==> src/pkg/chain_cfg.svh <==
// Notes on behaviour
// host shares one start and clock line
// first input low, outputs feed next inputs
// output low while input and start low
// start rise with input low begins conversion
// input tied to start also selects chain
// host holds start high through readout
// conversion completes regardless of serial clock
// serial clock low when start rises
// result loaded, msb shown at conversion end
// acquisition and power down after conversion
// falling clock edge shifts input, drives next
// host receives last device first, msb first
// host issues sixteen times n falling edges
// host may capture on either edge
// host waits maximum conversion time first
`ifndef CHAIN_CFG_SVH
`define CHAIN_CFG_SVH
`define RESULT_BITS 16
`define CONV_MAX_NS 8000
`define CLK_PERIOD_NS 4
`define CONV_CYCLES ((`CONV_MAX_NS + `CLK_PERIOD_NS - 1) / `CLK_PERIOD_NS)
`define CONV_CNT_W 12
`define SCLK_HALF_CYCLES 6
`define BIT_CNT_W 12
`endif

==> src/pkg/chain_pkg.sv <==
`default_nettype none
`include "chain_cfg.svh"
package chain_pkg;
  typedef logic [`RESULT_BITS-1:0] result_t;
  typedef enum logic [1:0] {DEV_IDLE, DEV_CONVERT, DEV_ACQUIRE} dev_state_t;
  typedef enum logic [1:0] {HOST_IDLE, HOST_WAIT, HOST_SHIFT, HOST_DONE} host_state_t;
endpackage
`default_nettype wire

==> src/pkg/chain_if.sv <==
`timescale 1ns/1ps
`default_nettype none
interface chain_if;
  logic convert_start;
  logic serial_clk;
  logic host_data_in;
  modport device (input convert_start, input serial_clk, output host_data_in);
  modport host (output convert_start, output serial_clk, input host_data_in);
endinterface
`default_nettype wire

==> src/adc_chain_host.sv <==
`timescale 1ns/1ps
`default_nettype none
`include "chain_cfg.svh"
module adc_chain_host (
  input  wire logic                  clk,
  input  wire logic                  sys_rst,
  chain_if.host                      link,
  input  wire logic                  start_req,
  input  wire logic [7:0]            device_count,
  output var  logic                  busy,
  output var  logic                  word_valid,
  output var  chain_pkg::result_t    word_data
);
  import chain_pkg::*;
  host_state_t state_q;
  logic [`CONV_CNT_W-1:0] wait_q;
  logic [3:0] half_q;
  logic [`BIT_CNT_W-1:0] bits_q;
  logic [3:0] word_bits_q;
  logic [1:0] sdi_sync_q;
  logic start_q;
  logic sclk_q;
  result_t acc_q;
  wire [`BIT_CNT_W-1:0] total_bits = `BIT_CNT_W'(device_count) * `BIT_CNT_W'(`RESULT_BITS);
  wire half_done = (half_q == 4'(`SCLK_HALF_CYCLES - 1));
  // data input is sampled through two flops before use
  always_ff @(posedge clk) begin
    if (sys_rst) sdi_sync_q <= 2'h0;
    else sdi_sync_q <= {sdi_sync_q[0], link.host_data_in};
  end
  // sequencer: start high, wait conversion, then clock out 16*n bits
  always_ff @(posedge clk) begin
    if (sys_rst) begin
      state_q <= HOST_IDLE;
      start_q <= 1'b0;
      sclk_q  <= 1'b0;
      wait_q  <= `CONV_CNT_W'h000;
      half_q  <= 4'h0;
      bits_q  <= `BIT_CNT_W'h000;
      word_bits_q <= 4'h0;
      acc_q <= `RESULT_BITS'h0000;
      word_valid <= 1'b0;
      word_data <= `RESULT_BITS'h0000;
    end else begin
      word_valid <= 1'b0;
      case (state_q)
        HOST_IDLE: begin
          sclk_q <= 1'b0;
          if (start_req && device_count != 8'h00) begin
            start_q <= 1'b1;
            wait_q  <= `CONV_CNT_W'h000;
            state_q <= HOST_WAIT;
          end
        end
        HOST_WAIT: begin
          // margin of a few cycles covers device-side sync delay
          wait_q <= wait_q + `CONV_CNT_W'h001;
          if (wait_q == `CONV_CNT_W'(`CONV_CYCLES + 8)) begin
            state_q <= HOST_SHIFT;
            half_q <= 4'h0;
            bits_q <= `BIT_CNT_W'h000;
            word_bits_q <= 4'h0;
          end
        end
        HOST_SHIFT: begin
          half_q <= half_done ? 4'h0 : half_q + 4'h1;
          if (half_done) begin
            sclk_q <= ~sclk_q;
            if (!sclk_q) begin
              // capture on rising edge, bit stable since last fall
              acc_q <= {acc_q[`RESULT_BITS-2:0], sdi_sync_q[1]};
              word_bits_q <= word_bits_q + 4'h1;
              if (word_bits_q == 4'hF) begin
                word_valid <= 1'b1;
                word_data  <= {acc_q[`RESULT_BITS-2:0], sdi_sync_q[1]};
              end
            end else begin
              bits_q <= bits_q + `BIT_CNT_W'h001;
              if (bits_q == total_bits - `BIT_CNT_W'h001) state_q <= HOST_DONE;
            end
          end
        end
        HOST_DONE: begin
          start_q <= 1'b0;
          state_q <= HOST_IDLE;
        end
        default: state_q <= HOST_IDLE;
      endcase
    end
  end
  always_ff @(posedge clk) begin
    if (sys_rst) busy <= 1'b0;
    else busy <= (state_q != HOST_IDLE) || start_req;
  end
  assign link.convert_start = start_q;
  assign link.serial_clk = sclk_q;
endmodule
`default_nettype wire

==> src/flat_wrapper.sv <==
// flat-port wrapper written by rule: the top's interface ports become plain ports
module adc_chain_host_flat import chain_pkg::*;
  (clk, sys_rst, start_req, device_count, busy, word_valid, word_data, link_convert_start, link_serial_clk, link_host_data_in);
  chain_if link_i ();
  input  wire logic clk;
  input  wire logic sys_rst;
  input  wire logic start_req;
  input  wire logic [7:0] device_count;
  output var  logic busy;
  output var  logic word_valid;
  output var  chain_pkg::result_t word_data;
  output wire logic [$bits(link_i.convert_start)-1:0] link_convert_start;
  output wire logic [$bits(link_i.serial_clk)-1:0] link_serial_clk;
  input wire logic [$bits(link_i.host_data_in)-1:0] link_host_data_in;
  assign link_convert_start = link_i.convert_start;
  assign link_serial_clk = link_i.serial_clk;
  assign link_i.host_data_in = link_host_data_in;
  adc_chain_host u_core (.clk(clk), .sys_rst(sys_rst), .link(link_i), .start_req(start_req), .device_count(device_count), .busy(busy), .word_valid(word_valid), .word_data(word_data));
endmodule
==> config.mk <==
export PLATFORM = sky130hd
export DESIGN_NAME = adc_chain_host_flat
export DESIGN_NICKNAME = d
export VERILOG_FILES = /design/src/pkg/chain_pkg.sv /design/src/pkg/chain_if.sv /design/src/adc_chain_host.sv /design/src/flat_wrapper.sv
export VERILOG_INCLUDE_DIRS = /design/src /design/src/pkg
export SDC_FILE = /design/constraint.sdc
export NUM_CORES = 1
export LEC_CHECK = 0
export ABC_AREA = 1
export BUFFER_PORTS_ARGS = -buffer_cell sky130_fd_sc_hd__buf_2
export CAP_MARGIN = 0
export CORE_MARGIN = 1
export CORE_UTILIZATION = 35
export CTS_BUF_LIST = sky130_fd_sc_hd__clkbuf_4
export CTS_CLUSTER_SIZE = 24
export DETAILED_ROUTE_END_ITERATION = 16
export MAX_ROUTING_LAYER = met4
export PLACE_DENSITY = 0.56
export SLEW_MARGIN = 20
export SYNTH_ARGS = -nofsm -noshare
export SYNTH_HDL_FRONTEND = slang
export SYNTH_SLANG_ARGS = --single-unit
==> constraint.sdc <==
create_clock -name clk -period 2.37 [get_ports clk]
set_input_delay 0.711 -clock clk [delete_from_list [all_inputs] [get_ports clk]]
set_output_delay 0.711 -clock clk [all_outputs]
set_load 0.1 [all_outputs]
==> summary.txt <==
Timing
  – Final cycle utilization of the critical path: 91.1%
  – Final setup viols: 0
  – Max-slew violations: 0
  – Hold_ws: 0.412 ns
  – TNS Setup: 0 ns
  – Slew at the pin closest to its max-slew limit: between 0.4 and 0.5 ns
  – Slew margin rel.: 66.8%
  – Final hold violations: 0
  – Unrepaired setup endpoints after global routing: no
  – Fmax achieved: 463 MHz
  – Setup skew after layout: 0.0259 ns
  – Post-route minimum period: 2.16 ns

Floorplanning
  – Cell row count: 36
  – Core Footprint: between 0.009 and 0.01 mm²
  – Die height: 103 µm
  – # IOs: 32
  – Die Width: 103 µm
  – Full die area: 0.0106 mm²
  – Initial core utilization: between 30% and 40%

Yosys
  – Distinct cells, synth: 38
  – Top post-synthesis cells by area: dfxtp_1 (40%), nand2_1 (9.2%), nor2_1 (6.3%)
  – Ys Warns: 0
  – Seq/Total Area, Yosys: 39.9%
  – Syn_nets: between 500 and 600
  – Number of synthesized flops with an enable pin: 0
  – Cells after synthesis: slightly below 500
  – Area share of the leading cell type in the synthesized netlist: 39.9%
  – Dominant cell type by area after synthesis: dfxtp_1
  – Avg Inst Size Synth: about 7.3 µm²
  – Synth async-reset ratio: 0%
  – Top_reg_cell synth: dfxtp_1
  – Most frequent cell after synthesis: nand2_1
  – Number of synthesized register bits: 71
  – Synthesized area: 0.00356 mm²
  – Synth cell count leaders: nand2_1 (87), dfxtp_1 (71), nor2_1 (60), inv_1 (56), a21oi_1 (44)

Detailed routing
  – Violation count after the first detailed-route iteration: 108
  – DRC Markers: 0
  – DR vias: 3104
  – Remaining antenna violation count: 0
  – Final WL: around 7800 µm
  – Vias per cell: between 4 and 5
  – Drt wl/cell: 11.7 µm
  – DRT Pass-1 Iters: 4

Clock tree
  – Postcts setup bufs: 0
  – Worst skew pair latency: 0.45 ns
  – Root buf cell: clkbuf_4
  – Hold_buf cts: 0
  – TritonCTS clock tree: yes
  – Clock sinks: 71
  – Post-CTS Resized: 0
  – Clock slew at reported path FFs: 0.14 ns
  – CTS Buf Count: 9
  – CTS H-tree depth: 3
  – CTS Buffer Depth: 2

Setup path
  – Crit path cell chain: inv_1, ha_1, inv_4, nor2_4, inv_2, nor2_8, inv_2, o21ai_2, nand2_2, o21ai_4, o21bai_1, a21oi_1
  – Setup Crit Path Kind: register to register
  – Crit end category: register
  – Critical path arrival: 2.51 ns
  – CP max FO: 18
  – Worst Path Required: between 2 and 3 ns
  – Bufs and invs on worst path: 4
  – Slowest library cell on the worst path: dfxtp_1
  – Most frequent CP cell: inv_2
  – R2r startpoint: u_core.state_q[0]
  – CP Launch Type: register
  – Reg2Reg Setup Slack: 0.21 ns
  – FF-to-FF End: u_core.bits_q[2]
  – Delay-heaviest family, CP: compound AO/OA/AOI/OAI gates
  – Crit path largest cell delay: 0.37 ns
  – FF-to-FF path depth: 12

Worst hold path
  – Hold crit path type: register to register
  – Hold_sp: u_core.sdi_sync_q[0]
  – Hold Path End: u_core.sdi_sync_q[1]
  – WHS Path Cells: 2

Final layout
  – Layout fillers: 1055
  – Syn-to-layout area delta: 12.4%
  – N_diodes: 0
  – Final #Nets: 550
  – Design area: 0.00401 mm²
  – Finished Core Util: 40.8%
  – Share of layout cells above drive strength 1: 15.3%

Global route
  – Initial antenna violation count: 0
  – First-pass GRT wire length: 12800 µm
  – Congestion Overflow GR: 0
  – Largest net degree at the start of global routing: 29
  – Vias in the first global route: 2772
  – Total GRT Usage: 16.2%

Power
  – Power Dens Cells: slightly above 700 mW/mm²
  – Final Power: 2860 µW
  – Leakage power: 0.00170 µW
  – Peak supply drop: 0.000270 V

Place
  – DP HPWL: around 5600 µm
  – Count of port buffers added during placement: 31
  – Global placer's final weighted congestion: 0.839
  – Post-DP Area: slightly below 0.004 mm²

Outcome
  – Outcome: finished, final reports clean

Run
  – Max cap viols: 0
kinds of logic after synthesis:
| family | after synthesis | synth area share, % |
|---|---|---|
| fa+ha+maj | 12 | 4.21 |
| flops | 71 | 39.9 |
| simple gates | 221 | 28.3 |
| buf+inv | 77 | 8.85 |
| xor+xnor | 15 | 3.69 |
| compound gates | 94 | 15.0 |
cell usage in the layout, fill, tap and decap left out, types with 3 or more instances in the layout:
| cell | netlist | final |
|---|---|---|
| buf_2 | 4 | 31 |
| xor2_1 | 11 | 11 |
| inv_6 | 0 | 3 |
| a21oi_1 | 44 | 44 |
| xnor2_1 | 4 | 4 |
| clkbuf_4 | 0 | 9 |
| inv_1 | 56 | 56 |
| o21ai_4 | 3 | 3 |
| dfxtp_1 | 71 | 71 |
| ha_1 | 12 | 12 |
| nand3_1 | 34 | 34 |
| o21ai_0 | 36 | 36 |
| nor3_1 | 15 | 15 |
| inv_2 | 4 | 4 |
| nor2_1 | 60 | 60 |
| o21bai_1 | 3 | 3 |
| buf_4 | 1 | 10 |
| nor2_2 | 3 | 3 |
| nand2_1 | 87 | 87 |
| nand4_1 | 7 | 7 |
where the power goes:
| group | leakage, µW | switching (µW) | total (µW) | internal [µW] |
|---|---|---|---|---|
| logic | 0.00105 | 558 | 798 | 241 |
| registers | 0.000574 | 53.8 | 1310 | 1250 |
| clock network | 0.0000694 | 516 | 753 | 237 |
| total | 0.00170 | 1130 | 2860 | 1730 |
how the worst max path moves through the flow:
stage,start,endpoint,slack (ns),cells past startpoint
6_report,u_core.state_q[0],u_core.bits_q[2],0.21,12
5_1_grt,u_core.state_q[0],u_core.bits_q[2],0.01,12
4_1_cts,u_core.state_q[0],u_core.bits_q[2],0.18,12
3_5_place_dp,device_count[0],u_core.state_q[1],0.06,14
3_3_place_gp,device_count[0],u_core.state_q[1],0.16,14
2_1_floorplan,u_core.link.serial_clk,u_core.bits_q[2],0.38,9
routing by layer:
metal / up-vias / global-route usage, % / share of wire, %
li1: 1667 / - / -
met2: 47 / 25.2 / 45
met3: 13 / 2.98 / 2.7
met5: - / - / 0
met1: 1377 / 20.4 / 50
met4: 0 / 7.37 / 1.9
flip-flops by register name, summed over array words and instances, names as in the netlist, 2 cells and up:
register,flops
u_core.half_q,4
u_core.acc_q,15
u_core.wait_q,12
u_core.sdi_sync_q,2
u_core.word_bits_q,4
u_core.state_q,2
u_core.bits_q,12
u_core.word_data,16
worst register-to-register path, cell delays in order, from the launching register on:
cell	delay, ns
dfxtp_1	0.37
inv_1	0.09
ha_1	0.22
inv_4	0.09
nor2_4	0.14
inv_2	0.11
nor2_8	0.23
inv_2	0.14
o21ai_2	0.08
nand2_2	0.13
o21ai_4	0.25
o21bai_1	0.15
a21oi_1	0.06
cell type report:
cell class,count,area [µm²],area share (%)
repair buffers,41,230,5.75
inverters,61,231,5.78
clock buffers,9,67.6,1.69
multi-input cells,342,1830,45.6
flip-flops and latches,71,1420,35.5
well taps,133,166,4.15
clock inverters,7,62.6,1.56
per-stage QoR:
| stage | setup slack, ns | instances |
|---|---|---|
| floorplan | 0.384 | 490 |
| global placement | 0.162 | 645 |
| detailed placement | 0.0643 | 645 |
| CTS | 0.180 | 661 |
| global route | 0.0144 | 664 |
| finish | 0.211 | 664 |
No activity file was read; power rests on OpenSTA's default activity.
